## src/hw/sdi_params.svh

```systemverilog
// register offsets, field positions, reset values and timing counts
// assumes inclusion by the digital input unit and its package users
`ifndef SDI_PARAMS_SVH
`define SDI_PARAMS_SVH

`define SDI_ADDR_W        8
`define SDI_OFF_IN_LO     8'h88
`define SDI_OFF_IN_HI     8'h89
`define SDI_OFF_RISE_LO   8'h90
`define SDI_OFF_RISE_HI   8'h91
`define SDI_OFF_FALL_LO   8'h92
`define SDI_OFF_FALL_HI   8'h93
`define SDI_OFF_DELAY     8'h94
`define SDI_OFF_STAT_LO   8'h98
`define SDI_OFF_STAT_HI   8'h99
`define SDI_OFF_LOST_LO   8'h9a
`define SDI_OFF_LOST_HI   8'h9b
`define SDI_OFF_DIAG      8'h9c
`define SDI_OFF_IEN_DIAG  8'h9d
`define SDI_OFF_CLR_LO    8'ha0
`define SDI_OFF_CLR_HI    8'ha1
`define SDI_OFF_CLR_DIAG  8'ha2

`define SDI_DIAG_LOST_BIT 0
`define SDI_DELAY_RESET   8'h00
`define SDI_EDGE_EN_RESET 8'h00

// delays in microseconds, clock in MHz
`define SDI_CLK_MHZ       100
`define SDI_DLY0_US       100
`define SDI_DLY1_US       500
`define SDI_DLY2_US       3000
`define SDI_DLY3_US       15000
`define SDI_DLY0_CYC      (`SDI_DLY0_US * `SDI_CLK_MHZ)
`define SDI_DLY1_CYC      (`SDI_DLY1_US * `SDI_CLK_MHZ)
`define SDI_DLY2_CYC      (`SDI_DLY2_US * `SDI_CLK_MHZ)
`define SDI_DLY3_CYC      (`SDI_DLY3_US * `SDI_CLK_MHZ)

`endif

```

## src/hw/sdi_pkg.sv

```systemverilog
// types shared by the digital input unit
// assumes sdi_params.svh alongside
package sdi_pkg;
  typedef logic [1:0] sdi_dly_sel_t;
  typedef struct packed {
    logic [7:0] addr;
    logic [7:0] wdata;
    logic       wr;
    logic       rd;
  } sdi_bus_req_s;
  typedef struct packed {
    logic [3:0] trk_a;
    logic [3:0] trk_b;
    logic [3:0] freq;
    logic       gate3;
    logic       latch3;
  } sdi_cnt_tap_s;
  typedef enum logic [1:0] {
    SDI_ST_IDLE = 2'b00,
    SDI_ST_WAIT = 2'b01
  } sdi_flt_e;
endpackage : sdi_pkg

```

## src/hw/sdi_filter.sv

```systemverilog
// one debounce channel: accepts a change only after it has been stable
// assumes a synchronised input and a delay count in clock cycles
`timescale 1ns/1ns
module sdi_filter
  import sdi_pkg::*;
#(
  parameter int CNT_W = 21
) (
  input  wire logic             mclk,
  input  wire logic             reset_n,
  input  wire logic             sync_in,
  input  wire logic [CNT_W-1:0] dly_cyc,
  output logic                  filt_out
);
  if (CNT_W < 2) begin : g_bad_cnt_w
    $error("sdi_filter: CNT_W too small");
  end

  sdi_flt_e         st_ff, nxt_st;
  logic [CNT_W-1:0] cnt_ff, nxt_cnt;
  logic             val_ff, nxt_val;

  always_comb begin
    nxt_st  = st_ff;
    nxt_cnt = cnt_ff;
    nxt_val = val_ff;
    case (st_ff)
      SDI_ST_IDLE: begin
        if (sync_in != val_ff) begin
          nxt_st  = SDI_ST_WAIT;
          nxt_cnt = CNT_W'(1);
        end
      end
      SDI_ST_WAIT: begin
        // stable for delay
        if (sync_in == val_ff) begin
          nxt_st = SDI_ST_IDLE;
        end else if (cnt_ff >= dly_cyc) begin
          nxt_val = sync_in;
          nxt_st  = SDI_ST_IDLE;
        end else begin
          nxt_cnt = cnt_ff + CNT_W'(1);
        end
      end
      default: nxt_st = SDI_ST_IDLE;
    endcase
  end

  always_ff @(posedge mclk or negedge reset_n) begin
    if (!reset_n) begin
      st_ff  <= SDI_ST_IDLE;
      cnt_ff <= '0;
      val_ff <= 1'b0;
    end else begin
      st_ff  <= nxt_st;
      cnt_ff <= nxt_cnt;
      val_ff <= nxt_val;
    end
  end

  assign filt_out = val_ff;
endmodule : sdi_filter

```

## src/hw/sdi_digital_input.sv

```systemverilog
// sixteen-channel digital input unit with filters, edge interrupts,
// lost-interrupt diagnostics, status lamps and counter taps
// assumes asynchronous sensor pins and a same-clock register master
`timescale 1ns/1ns
`include "sdi_params.svh"

// Summary of operation
// inputs 0..7 read as one byte, bit n is input n
// inputs 8..15 read as next byte, bit n is input 8+n
// separate rising and falling interrupt enables per channel
// all edge enables cleared by reset
// rising is filtered 0 to 1, falling is 1 to 0
// diagnostic interrupt only when a hardware interrupt is lost
// one delay setting per group of four channels
// four delays; change accepted after stable for selected delay
// one green lamp per input, lit while input reads one
// inputs 0,3,6 track A; 1,4,7 track B and frequency 0..2
// input 9 A3, 10 B3 and freq 3, 11 gate 3, 15 latch 3
// counter taps take pulses up to 100kHz, others 1kHz
// edge interrupts use the filtered value, not the raw pin
module sdi_digital_input
  import sdi_pkg::*;
#(
  parameter int NCH   = 16,
  parameter int CNT_W = 21,
  parameter int DLY0  = `SDI_DLY0_CYC,
  parameter int DLY1  = `SDI_DLY1_CYC,
  parameter int DLY2  = `SDI_DLY2_CYC,
  parameter int DLY3  = `SDI_DLY3_CYC
) (
  input  wire logic             mclk,
  input  wire logic             reset_n,
  input  wire logic [NCH-1:0]   di_pin,
  input  wire logic [7:0]       reg_addr,
  input  wire logic [7:0]       reg_wdata,
  input  wire logic             reg_wr,
  input  wire logic             reg_rd,
  output logic      [7:0]       reg_rdata,
  output logic                  hw_irq,
  output logic                  diag_irq,
  output logic      [NCH-1:0]   led_green,
  output logic      [NCH-1:0]   cnt_fast_in,
  output sdi_cnt_tap_s          cnt_tap
);
  // refused at elaboration: byte lanes are fixed, delays must fit the count
  if (NCH != 16) begin : g_bad_nch
    $error("sdi_digital_input: NCH must be 16");
  end
  if (CNT_W > 30 || DLY0 >= (1 << CNT_W) || DLY1 >= (1 << CNT_W) ||
      DLY2 >= (1 << CNT_W) || DLY3 >= (1 << CNT_W)) begin : g_bad_dly
    $error("sdi_digital_input: a delay does not fit CNT_W");
  end
  if (DLY0 < 1 || DLY1 < 1 || DLY2 < 1 || DLY3 < 1) begin : g_bad_min
    $error("sdi_digital_input: delay below one cycle");
  end

  logic [NCH-1:0] meta_ff, sync_ff, filt, filt_d_ff;
  logic [7:0]     rise_lo_ff, rise_hi_ff, fall_lo_ff, fall_hi_ff;
  logic [7:0]     dly_ff;
  logic [NCH-1:0] stat_ff, lost_ff, ien_ff;
  logic           diag_ff, ien_diag_ff;
  logic [7:0]     rdata_ff;
  logic [CNT_W-1:0] grp_dly [4];

  logic [7:0]     nxt_rise_lo, nxt_rise_hi, nxt_fall_lo, nxt_fall_hi;
  logic [7:0]     nxt_dly, nxt_rdata;
  logic [NCH-1:0] nxt_stat, nxt_lost, nxt_ien, nxt_filt_d;
  logic           nxt_diag, nxt_ien_diag;
  logic [NCH-1:0] rise_en, fall_en, edge_ev, clr_mask, new_lost;
  logic           wr_hit_clr_lo, wr_hit_clr_hi;

  // pins cross into mclk through two flops
  always_ff @(posedge mclk or negedge reset_n) begin
    if (!reset_n) begin
      meta_ff <= '0;
      sync_ff <= '0;
    end else begin
      meta_ff <= di_pin;
      sync_ff <= meta_ff;
    end
  end

  // group delay select
  always_comb begin
    for (int g = 0; g < 4; g++) begin
      case (dly_ff[2*g +: 2])
        2'd0:    grp_dly[g] = CNT_W'(DLY0);
        2'd1:    grp_dly[g] = CNT_W'(DLY1);
        2'd2:    grp_dly[g] = CNT_W'(DLY2);
        default: grp_dly[g] = CNT_W'(DLY3);
      endcase
    end
  end

  // per-channel filter
  for (genvar i = 0; i < NCH; i++) begin : g_flt
    sdi_filter #(
      .CNT_W (CNT_W)
    ) u_flt (
      .mclk     (mclk),
      .reset_n  (reset_n),
      .sync_in  (sync_ff[i]),
      .dly_cyc  (grp_dly[i/4]),
      .filt_out (filt[i])
    );
  end

  assign rise_en = {rise_hi_ff, rise_lo_ff};
  assign fall_en = {fall_hi_ff, fall_lo_ff};
  assign wr_hit_clr_lo = reg_wr && (reg_addr == `SDI_OFF_CLR_LO);
  assign wr_hit_clr_hi = reg_wr && (reg_addr == `SDI_OFF_CLR_HI);
  assign clr_mask = {wr_hit_clr_hi ? reg_wdata : 8'h00,
                     wr_hit_clr_lo ? reg_wdata : 8'h00};

  always_comb begin
    nxt_filt_d = filt;
    // edges of filtered value
    // rising and falling
    edge_ev = (rise_en & filt & ~filt_d_ff) |
              (fall_en & ~filt & filt_d_ff);
    // event on a still pending bit is lost
    new_lost = edge_ev & stat_ff & ~clr_mask;
    // set wins over clear
    nxt_stat = (stat_ff & ~clr_mask) | edge_ev;
    nxt_lost = (lost_ff & ~clr_mask) | new_lost;
    nxt_diag = diag_ff;
    if (reg_wr && reg_addr == `SDI_OFF_CLR_DIAG &&
        reg_wdata[`SDI_DIAG_LOST_BIT]) begin
      nxt_diag = 1'b0;
    end
    if (|new_lost) begin
      nxt_diag = 1'b1;
    end
  end

  // register writes
  always_comb begin
    nxt_rise_lo  = rise_lo_ff;
    nxt_rise_hi  = rise_hi_ff;
    nxt_fall_lo  = fall_lo_ff;
    nxt_fall_hi  = fall_hi_ff;
    nxt_dly      = dly_ff;
    nxt_ien      = ien_ff;
    nxt_ien_diag = ien_diag_ff;
    if (reg_wr) begin
      case (reg_addr)
        // rise and fall enables
        `SDI_OFF_RISE_LO:  nxt_rise_lo  = reg_wdata;
        `SDI_OFF_RISE_HI:  nxt_rise_hi  = reg_wdata;
        `SDI_OFF_FALL_LO:  nxt_fall_lo  = reg_wdata;
        `SDI_OFF_FALL_HI:  nxt_fall_hi  = reg_wdata;
        `SDI_OFF_DELAY:    nxt_dly      = reg_wdata;
        `SDI_OFF_STAT_LO:  nxt_ien[7:0] = reg_wdata;
        `SDI_OFF_STAT_HI:  nxt_ien[15:8] = reg_wdata;
        `SDI_OFF_IEN_DIAG: nxt_ien_diag = reg_wdata[0];
        default: ;
      endcase
    end
  end

  // reads; unmapped reads return zero
  always_comb begin
    nxt_rdata = 8'h00;
    if (reg_rd) begin
      case (reg_addr)
        // low byte
        `SDI_OFF_IN_LO:   nxt_rdata = filt[7:0];
        // high byte
        `SDI_OFF_IN_HI:   nxt_rdata = filt[15:8];
        `SDI_OFF_RISE_LO: nxt_rdata = rise_lo_ff;
        `SDI_OFF_RISE_HI: nxt_rdata = rise_hi_ff;
        `SDI_OFF_FALL_LO: nxt_rdata = fall_lo_ff;
        `SDI_OFF_FALL_HI: nxt_rdata = fall_hi_ff;
        `SDI_OFF_DELAY:   nxt_rdata = dly_ff;
        `SDI_OFF_STAT_LO: nxt_rdata = stat_ff[7:0];
        `SDI_OFF_STAT_HI: nxt_rdata = stat_ff[15:8];
        `SDI_OFF_LOST_LO: nxt_rdata = lost_ff[7:0];
        `SDI_OFF_LOST_HI: nxt_rdata = lost_ff[15:8];
        `SDI_OFF_DIAG:    nxt_rdata = {7'h00, diag_ff};
        default:          nxt_rdata = 8'h00;
      endcase
    end
  end

  always_ff @(posedge mclk or negedge reset_n) begin
    if (!reset_n) begin
      // enables cleared
      rise_lo_ff  <= `SDI_EDGE_EN_RESET;
      rise_hi_ff  <= `SDI_EDGE_EN_RESET;
      fall_lo_ff  <= `SDI_EDGE_EN_RESET;
      fall_hi_ff  <= `SDI_EDGE_EN_RESET;
      dly_ff      <= `SDI_DELAY_RESET;
      ien_ff      <= '0;
      ien_diag_ff <= 1'b0;
      stat_ff     <= '0;
      lost_ff     <= '0;
      diag_ff     <= 1'b0;
      filt_d_ff   <= '0;
      rdata_ff    <= 8'h00;
    end else begin
      rise_lo_ff  <= nxt_rise_lo;
      rise_hi_ff  <= nxt_rise_hi;
      fall_lo_ff  <= nxt_fall_lo;
      fall_hi_ff  <= nxt_fall_hi;
      dly_ff      <= nxt_dly;
      ien_ff      <= nxt_ien;
      ien_diag_ff <= nxt_ien_diag;
      stat_ff     <= nxt_stat;
      lost_ff     <= nxt_lost;
      diag_ff     <= nxt_diag;
      filt_d_ff   <= nxt_filt_d;
      rdata_ff    <= nxt_rdata;
    end
  end

  assign reg_rdata = rdata_ff;
  assign hw_irq    = |(stat_ff & ien_ff);
  assign diag_irq  = diag_ff & ien_diag_ff;
  // lamp follows input level
  assign led_green = filt;
  // fast taps bypass the debounce; slow use only via filter
  assign cnt_fast_in = sync_ff;
  // counters 0..2
  // counter 3 taps
  assign cnt_tap = '{
    trk_a:  {sync_ff[9], sync_ff[6], sync_ff[3], sync_ff[0]},
    trk_b:  {sync_ff[10], sync_ff[7], sync_ff[4], sync_ff[1]},
    freq:   {sync_ff[10], sync_ff[7], sync_ff[4], sync_ff[1]},
    gate3:  sync_ff[11],
    latch3: sync_ff[15]
  };
endmodule : sdi_digital_input

```

## config.mk

```make
export PLATFORM = sky130hd
export DESIGN_NAME = sdi_digital_input
export DESIGN_NICKNAME = d
export VERILOG_FILES = /design/src/hw/sdi_pkg.sv /design/src/hw/sdi_filter.sv /design/src/hw/sdi_digital_input.sv
export VERILOG_INCLUDE_DIRS = /design/src /design/src/hw
export SDC_FILE = /design/constraint.sdc
export NUM_CORES = 1
export LEC_CHECK = 0
export ABC_AREA = 0
export BUFFER_PORTS_ARGS = -buffer_cell sky130_fd_sc_hd__buf_2
export CAP_MARGIN = 20
export CORE_AREA = 3 3 307 431
export CTS_BUF_LIST = sky130_fd_sc_hd__clkbuf_2
export DETAILED_ROUTE_END_ITERATION = 10
export DIE_AREA = 0 0 310 434
export PLACE_DENSITY_LB_ADDON = 0.08
export SLEW_MARGIN = 40
export SYNTH_ARGS = -nofsm -noshare
export SYNTH_HDL_FRONTEND = slang
export SYNTH_SLANG_ARGS = --single-unit
```

## constraint.sdc

```tcl
create_clock -name mclk -period 3.3 [get_ports mclk]
set_clock_uncertainty 0.15 [all_clocks]
set_input_delay 0.495 -clock mclk [delete_from_list [all_inputs] [get_ports mclk]]
set_output_delay 0.495 -clock mclk [all_outputs]
set_load 0.01 [all_outputs]
```

# After elaboration in Yosys (flattened, before gate mapping)
# Cells that the tools add are included.
[totals] ff_bits=530 inputBits=36 output_inout_bits=56
[classes] addsub=16 n_lt_le_gt_ge=16 eq_ne=136 muxes=138 n_bitwise=32 n_reduce_logical=99
[op_table] cell="$mux W21" n=48
[op_table] cell="$pmux W21 S2" n=16
[op_table] cell="$add A21 B1 Y21 const B" n=16
[op_table] cell="$ge A21 B21 Y1" n=16
[op_table] cell="$pmux W21 S3" n=4
[op_table] cell="$and A16 B16 Y16" n=9
[op_table] cell="$eq A8 B8 Y1 const B" n=16
[op_table] cell="$mux W2" n=48
[op_table] cell="$pmux W8 S12" n=1
[op_table] cell="$ne A2 B2 Y1 const B" n=32
[op_table] cell="$pmux W2 S2" n=16
[op_table] cell="$reduce_and A4 Y1" n=16
[op_table] cell="$ne A3 B1 Y1 const B" n=16
[op_table] cell="$not A16 Y16" n=3
[op_table] cell="$or A16 B16 Y16" n=3
[op_table] cell="$reduce_and A2 Y1" n=24
[op_table] cell="$reduce_and A3 Y1" n=16
[op_table] cell="$eq A2 B1 Y1 const B" n=20
[op_table] cell="$logic_not A2 Y1" n=20
[op_table] cell="$reduce_bool A2 Y1" n=17
[op_table] cell="$ne A2 B1 Y1 const B" n=16
[op_table] cell="$reduce_or A16 Y1" n=2
[op_table] cell="$mux W8" n=3
[op_table] cell="$eq A1 B1 Y1" n=16
[op_table] cell="other kinds (6)" n=43

# Logic depth before layout (Yosys ltp)
[depth] ltp_word=8 mapped_depth=14

# By module
# Synthesis repeated with hierarchy kept, for this count alone.
[hier_totals] hier_cells=4381 hier_area_um2=37832.5
[by_module_without_submodules] module="sdi_filter (g_flt[0].u_flt ...)" instances=15 cells_per_inst=236 area_each_um2=1931.9 seq_area_each_um2=575.6
[by_module_without_submodules] module="sdi_digital_input" instances=1 cells_per_inst=613 area_each_um2=6915.4 seq_area_each_um2=3653.5
[by_module_without_submodules] module="sdi_filter (g_flt[9].u_flt)" instances=1 cells_per_inst=228 area_each_um2=1939.4 seq_area_each_um2=575.6

# Least setup slack after synthesis
# Ideal clock, no wire load.
[synth_path] path_type="register to register" start="register dly_ff[3]" end="register g_flt[4].u_flt.cnt_ff[18]" setup_time_ps=69 arrival_ps=3197 path_slack_ps=-116 stages_incl_launch_ff=13 cell_sequence="dfrtp_1 inv_1 ha_1 inv_1 ha_1 o21a_1 o311ai_1 a21oi_2 o311ai_4 nand4_4 buf_6 or4_1 nand3_1"
[synth_between] elab_chain_cells=5 elab_cells_between_ends=7 classes_between="order compare (1); eq/ne (3); mux (1); reduce/logical (2)"
[synth_rtl] element="start, declared" line_no="sdi_digital_input.sv:59" source="logic [7:0] dly_ff;"
[synth_rtl] element="start signal, assigned" line_no="sdi_digital_input.sv:192" source="dly_ff <= `SDI_DELAY_RESET;"
[synth_rtl] element="start signal, assigned" line_no="sdi_digital_input.sv:205" source="dly_ff <= nxt_dly;"
[synth_rtl] element="$eq A2 B2 Y1 (tied with other cells)" line_no="sdi_digital_input.sv:86" source="case (dly_ff[2*g +: 2])"
[synth_rtl] element="$pmux W21 S3 (*)" line_no="sdi_digital_input.sv:86"
[synth_rtl] element="$ge A21 B21 Y1 (*)" line_no="sdi_filter.sv:38" source="end else if (cnt_ff >= dly_cyc) begin"
[synth_rtl] element="$ne A2 B2 Y1 (no line) (*)"
[synth_rtl] element="$reduce_and A4 Y1 (no line) (*)"
[synth_rtl] element="end signal, assigned" line_no="sdi_filter.sv:56" source="cnt_ff <= nxt_cnt;"
[synth_rtl] element="end, declared" line_no="sdi_filter.sv:20" source="logic [CNT_W-1:0] cnt_ff, nxt_cnt;"
# Mark *: on every way between the ends. The rest lies on a longest branch, timed or not.
# A chain may end at the register's enable or synchronous reset.

# Worst setup path in the final report
[layout_path] start="register stat_ff[10]" end="output port hw_irq"
[layout_between] elab_chain_cells=2
[layout_rtl] element="start, declared" line_no="sdi_digital_input.sv:60" source="logic [NCH-1:0] stat_ff, lost_ff, ien_ff;"
[layout_rtl] element="start signal, assigned" line_no="sdi_digital_input.sv:208" source="stat_ff <= nxt_stat;"
[layout_rtl] element="$and A16 B16 Y16" line_no="sdi_digital_input.sv:217" source="assign hw_irq = |(stat_ff & ien_ff);"
[layout_rtl] element="$reduce_or A16 Y1" line_no="sdi_digital_input.sv:217"
[layout_rtl] element="end, declared" line_no="sdi_digital_input.sv:39" source="output logic hw_irq,"
# No other way between the ends.

==> reports/results.md <==
• **slowest cell on the critical path** sky130_fd_sc_hd__dfrtp_2
• **Unique masters post-synth** 88
• **family of cells with the greatest summed delay on the critical path** flip-flops
• **Root Buffer** sky130_fd_sc_hd__clkbuf_2
• **Initial DRC Count** 1342
• **floorplan die height** 434 um
• **input/output buffers** 91
• **final setup margin** -318 ps
• **Critical Path, Cell by Cell** a22o_1 -> a221oi_2 -> nand4_1 -> buf_2
• **pin count of the biggest net entering global routing** 108
• **maximum vdd drop** 0.000329 V
• **min Tclk post-route** 3620 ps
• **reg-to-reg startpoint** dly_ff[1]
• **wire length per cell after detailed routing** 19.2 um
• **Crit path arrival time** 2970 ps
• **via count normalized by instance count** 5.08
• **logic depth of the worst register-to-register path** 15
• **accumulated negative setup slack** -318 ps
• **number of nets still failing antenna checks after routing** 0
• **number of standard cells after synthesis** 3482
• **share of post-route cells with drive strength above 1** 21.1%
• **number of synthesis warnings** 0
• **starting density of the core** 24.9%
• **cell count of the worst hold path** 0
• **Layout Area Growth over Synthesis** 21.6%
• **via count of the first global-routing pass** 29700
• **post-route total power** 13.6 mW
• **number of flip-flops and latches in the synthesized netlist** 514
• **placed wire-length estimate after detailed placement** 75700 um
• **power density over cell area** 349 nW/um^2
• **Slew @ Worst Pin** 1060 ps
• **most used cells in the layout excluding fill and tap cells** sky130_fd_sc_hd__dfrtp_1 (493), sky130_fd_sc_hd__nand2_1 (430), sky130_fd_sc_hd__nand3_1 (271)
• **total via count in the routed design** 28900
• **primary flip-flop cell chosen by synthesis mapping** sky130_fd_sc_hd__dfrtp_1
• **initial antenna violation count** 11
• **failing checks** setup timing
• **Bufs and invs on worst path** 1
• **Min-Delay Path Class** flop to flop
• **LEAKAGE** 17.8 nW
• **relative max-transition margin** 29.3%
• **sequential cell area fraction in the yosys report** 40.0%
• **startpoint kind of the worst setup timing path** flop
• **residual overflow from global routing** 0
• **Finish-stage setup viols** 1
• **TritonRoute pass-1 iters** 4
• **total clock buffers created by CTS** 158
• **cell area after synthesis** 32100 um^2
• **CTS tree** yes
• **final worst hold slack** 192 ps
• **clock-pin transition on the worst setup and hold timing paths** 100 ps
• **outcome** finished, violations left
• **CTS Sinks** 514
• **post-synth top area share** 40.0%
• **mean instance size in the synthesized netlist** 9.23 um^2
• **final slew viol count** 0
• **RSZ-0062 raised after global routing** true
• **net total in the final layout** 4182
• **global-route wire length before repair** 172000 um
• **die area** 135000 um^2
• **number of H-tree branching levels** 4
• **endpoint required time on the critical path** 2650 ps
• **core area** 129000 um^2
• **Post-synth EDFFs** 0
• **Final Routed Wirelength** 109000 um
• **horizontal die dimension** 310 um
• **post-synth net total** 3758
• **row count** 156
• **R2R setup slack** 120 ps
• **Hold Violations, Final** 0
• **largest driver fanout on the critical path** 5
• **Max-Cap Viols** 0
• **last weighted congestion value of the routability-driven placer** 0.769
• **start-to-end type of the worst setup path** flop to primary output
• **highest clock rate** 276 MHz
• **leading cell type in the layout, fill and taps excluded** sky130_fd_sc_hd__dfrtp_1
• **dominant cell type by area after synthesis** sky130_fd_sc_hd__dfrtp_1
• **leading cell types by total area after synthesis** sky130_fd_sc_hd__dfrtp_1 (40%), sky130_fd_sc_hd__ha_1 (9.3%), sky130_fd_sc_hd__nand2_1 (5.1%)
• **Post-route DRC** 0
• **global-route usage over all layers** 16.2%
• **share of flip-flops with an asynchronous set or reset** 100%
• **number of buffers between clock root and the deepest sink** 3
• **Crit Reg-Reg Endpoint** g_flt[3].u_flt.cnt_ff[15]
• **category of the worst setup path capture point** primary output
• **Hold Startpoint** meta_ff[7]
• **Largest stage delay, worst path** 470 ps
• **Top-Level Pins** 92
• **Clk Latency, worst-skew pair** 1510 ps
• **Hold EP** cnt_fast_in[7]
• **Period Utilization, post-route** 110%
==> cell type report <==
type	count	area, um^2
clock buffer	214	1070
multi-input combinational	2626	18400
tap	1659	2080
antenna	10	25.0
fill	13800	89800
inverter	147	561
sequential	514	12900
timing repair buffer	459	3720
clock inverter	51	283
==> power breakdown <==
part | switching (mW) | internal, mW | leakage (nW)
Sequential | 0.316 | 6.55 | 6.92
Clock | 3.20 | 1.92 | 1.00
Combinational | 0.971 | 0.695 | 9.88
Total | 4.48 | 9.16 | 17.8
==> state kept, by name (all words and copies together), names as in the netlist <==
signal                flops
g_flt.u_flt.filt_out     16
lost_ff                  16
rise_hi_ff                8
diag_ff                   1
reg_rdata                 8
rise_lo_ff                8
g_flt.u_flt.cnt_ff      336
meta_ff                  16
g_flt.u_flt.st_ff        16
ien_ff                   16
ien_diag_ff               1
fall_hi_ff                8
dly_ff                    8
stat_ff                  16
cnt_fast_in              16
fall_lo_ff                8
filt_d_ff                16
==> through the flow <==
stage,std cells,setup WS [ps],util [%],cell area (um^2)
3_5_place_dp,5269,-175,27.7,35700
4_1_cts,5649,-638,29.7,38300
6_report,5680,-318,30.3,39100
3_3_place_gp,5269,-94.2,27.7,35700
2_1_floorplan,3482,8.64,-,32100
5_1_grt,5676,-633,30.3,39000
==> routing by layer <==
metal  wire, um  global-route usage [%]
met1      46700                    19.4
met2      54200                    28.4
met3       4670                    3.65
met4       3400                    5.90
met5         44                       0
==> cells by family (layout without fill, tap and decap cells) <==
family	Yosys count	count (layout)	share of synthesized area [%]
flip-flops	514	514	40.0
buffers and inverters	342	871	4.59
AND/OR/NAND/NOR	1356	1356	22.3
AO/OA/AOI/OAI	884	884	19.0
adder cells (fa/ha/maj)	240	240	9.35
other	0	10	0
XOR/XNOR	29	29	0.791
multiplexers	117	117	3.96
==> worst register-to-register path, stage by stage (launching register included) <==
cell                       delay, ps
sky130_fd_sc_hd__dfrtp_1         430
sky130_fd_sc_hd__inv_2            90
sky130_fd_sc_hd__ha_4            170
sky130_fd_sc_hd__nor2_4          100
sky130_fd_sc_hd__buf_6           120
sky130_fd_sc_hd__buf_12          100
sky130_fd_sc_hd__ha_4            190
sky130_fd_sc_hd__a21o_1          180
sky130_fd_sc_hd__a211oi_2        170
sky130_fd_sc_hd__buf_4           140
sky130_fd_sc_hd__nand3b_1        110
sky130_fd_sc_hd__o21ai_4         210
sky130_fd_sc_hd__nand4_1         190
sky130_fd_sc_hd__buf_6           200
sky130_fd_sc_hd__or4_1           460
sky130_fd_sc_hd__nand3_1          80
==> what timing repair did <==
action / 4_1_cts / 5_1_grt
hold endpoints to repair: 628 / 0
hold buffers: 103 / 0
pin swaps: 9 / 60
setup buffers: 12 / 20
gates cloned: 0 / 3
gates resized for setup: 51 / 136
setup endpoints to repair: 117 / 215
==> synth_stat cells (11+ instances only) <==
master / n
sky130_fd_sc_hd__o31ai_1: 40
sky130_fd_sc_hd__buf_4: 46
sky130_fd_sc_hd__and4_1: 19
sky130_fd_sc_hd__a22oi_1: 16
sky130_fd_sc_hd__a211o_1: 32
sky130_fd_sc_hd__and2_1: 28
sky130_fd_sc_hd__and3_1: 68
sky130_fd_sc_hd__o311ai_0: 28
sky130_fd_sc_hd__nand4_1: 82
sky130_fd_sc_hd__inv_1: 146
sky130_fd_sc_hd__mux2i_1: 36
sky130_fd_sc_hd__o21a_1: 28
sky130_fd_sc_hd__a41oi_1: 20
sky130_fd_sc_hd__o211ai_1: 138
sky130_fd_sc_hd__dfrtp_1: 514
sky130_fd_sc_hd__nor2b_1: 12
sky130_fd_sc_hd__or3_1: 35
sky130_fd_sc_hd__a22o_1: 21
sky130_fd_sc_hd__clkbuf_1: 135
sky130_fd_sc_hd__nor4_1: 31
sky130_fd_sc_hd__a21oi_1: 135
sky130_fd_sc_hd__nand3_1: 280
sky130_fd_sc_hd__nor2_1: 100
sky130_fd_sc_hd__or4_1: 104
sky130_fd_sc_hd__o22ai_1: 32
sky130_fd_sc_hd__nand4b_1: 25
sky130_fd_sc_hd__o41ai_1: 19
sky130_fd_sc_hd__a21o_1: 49
sky130_fd_sc_hd__a221oi_1: 11
sky130_fd_sc_hd__or2_2: 14
sky130_fd_sc_hd__xnor2_1: 17
sky130_fd_sc_hd__ha_1: 240
sky130_fd_sc_hd__nand2_1: 433
sky130_fd_sc_hd__mux2_2: 81
sky130_fd_sc_hd__nor3_1: 35
sky130_fd_sc_hd__o21ai_0: 179
sky130_fd_sc_hd__xor2_1: 12
sky130_fd_sc_hd__nand2b_1: 31
sky130_fd_sc_hd__a31oi_1: 34
==> worst max-delay path by stage <==
stage	start	to	cells past startpoint
global route	stat_ff[0]	hw_irq	4
CTS	stat_ff[0]	hw_irq	4
detailed placement	dly_ff[6]	g_flt[14].u_flt.cnt_ff[9]	13
global placement	dly_ff[6]	g_flt[14].u_flt.cnt_ff[3]	13
floorplan	dly_ff[5]	g_flt[8].u_flt.cnt_ff[18]	12
finish	stat_ff[10]	hw_irq	4
(Power assumes the default switching activity.)
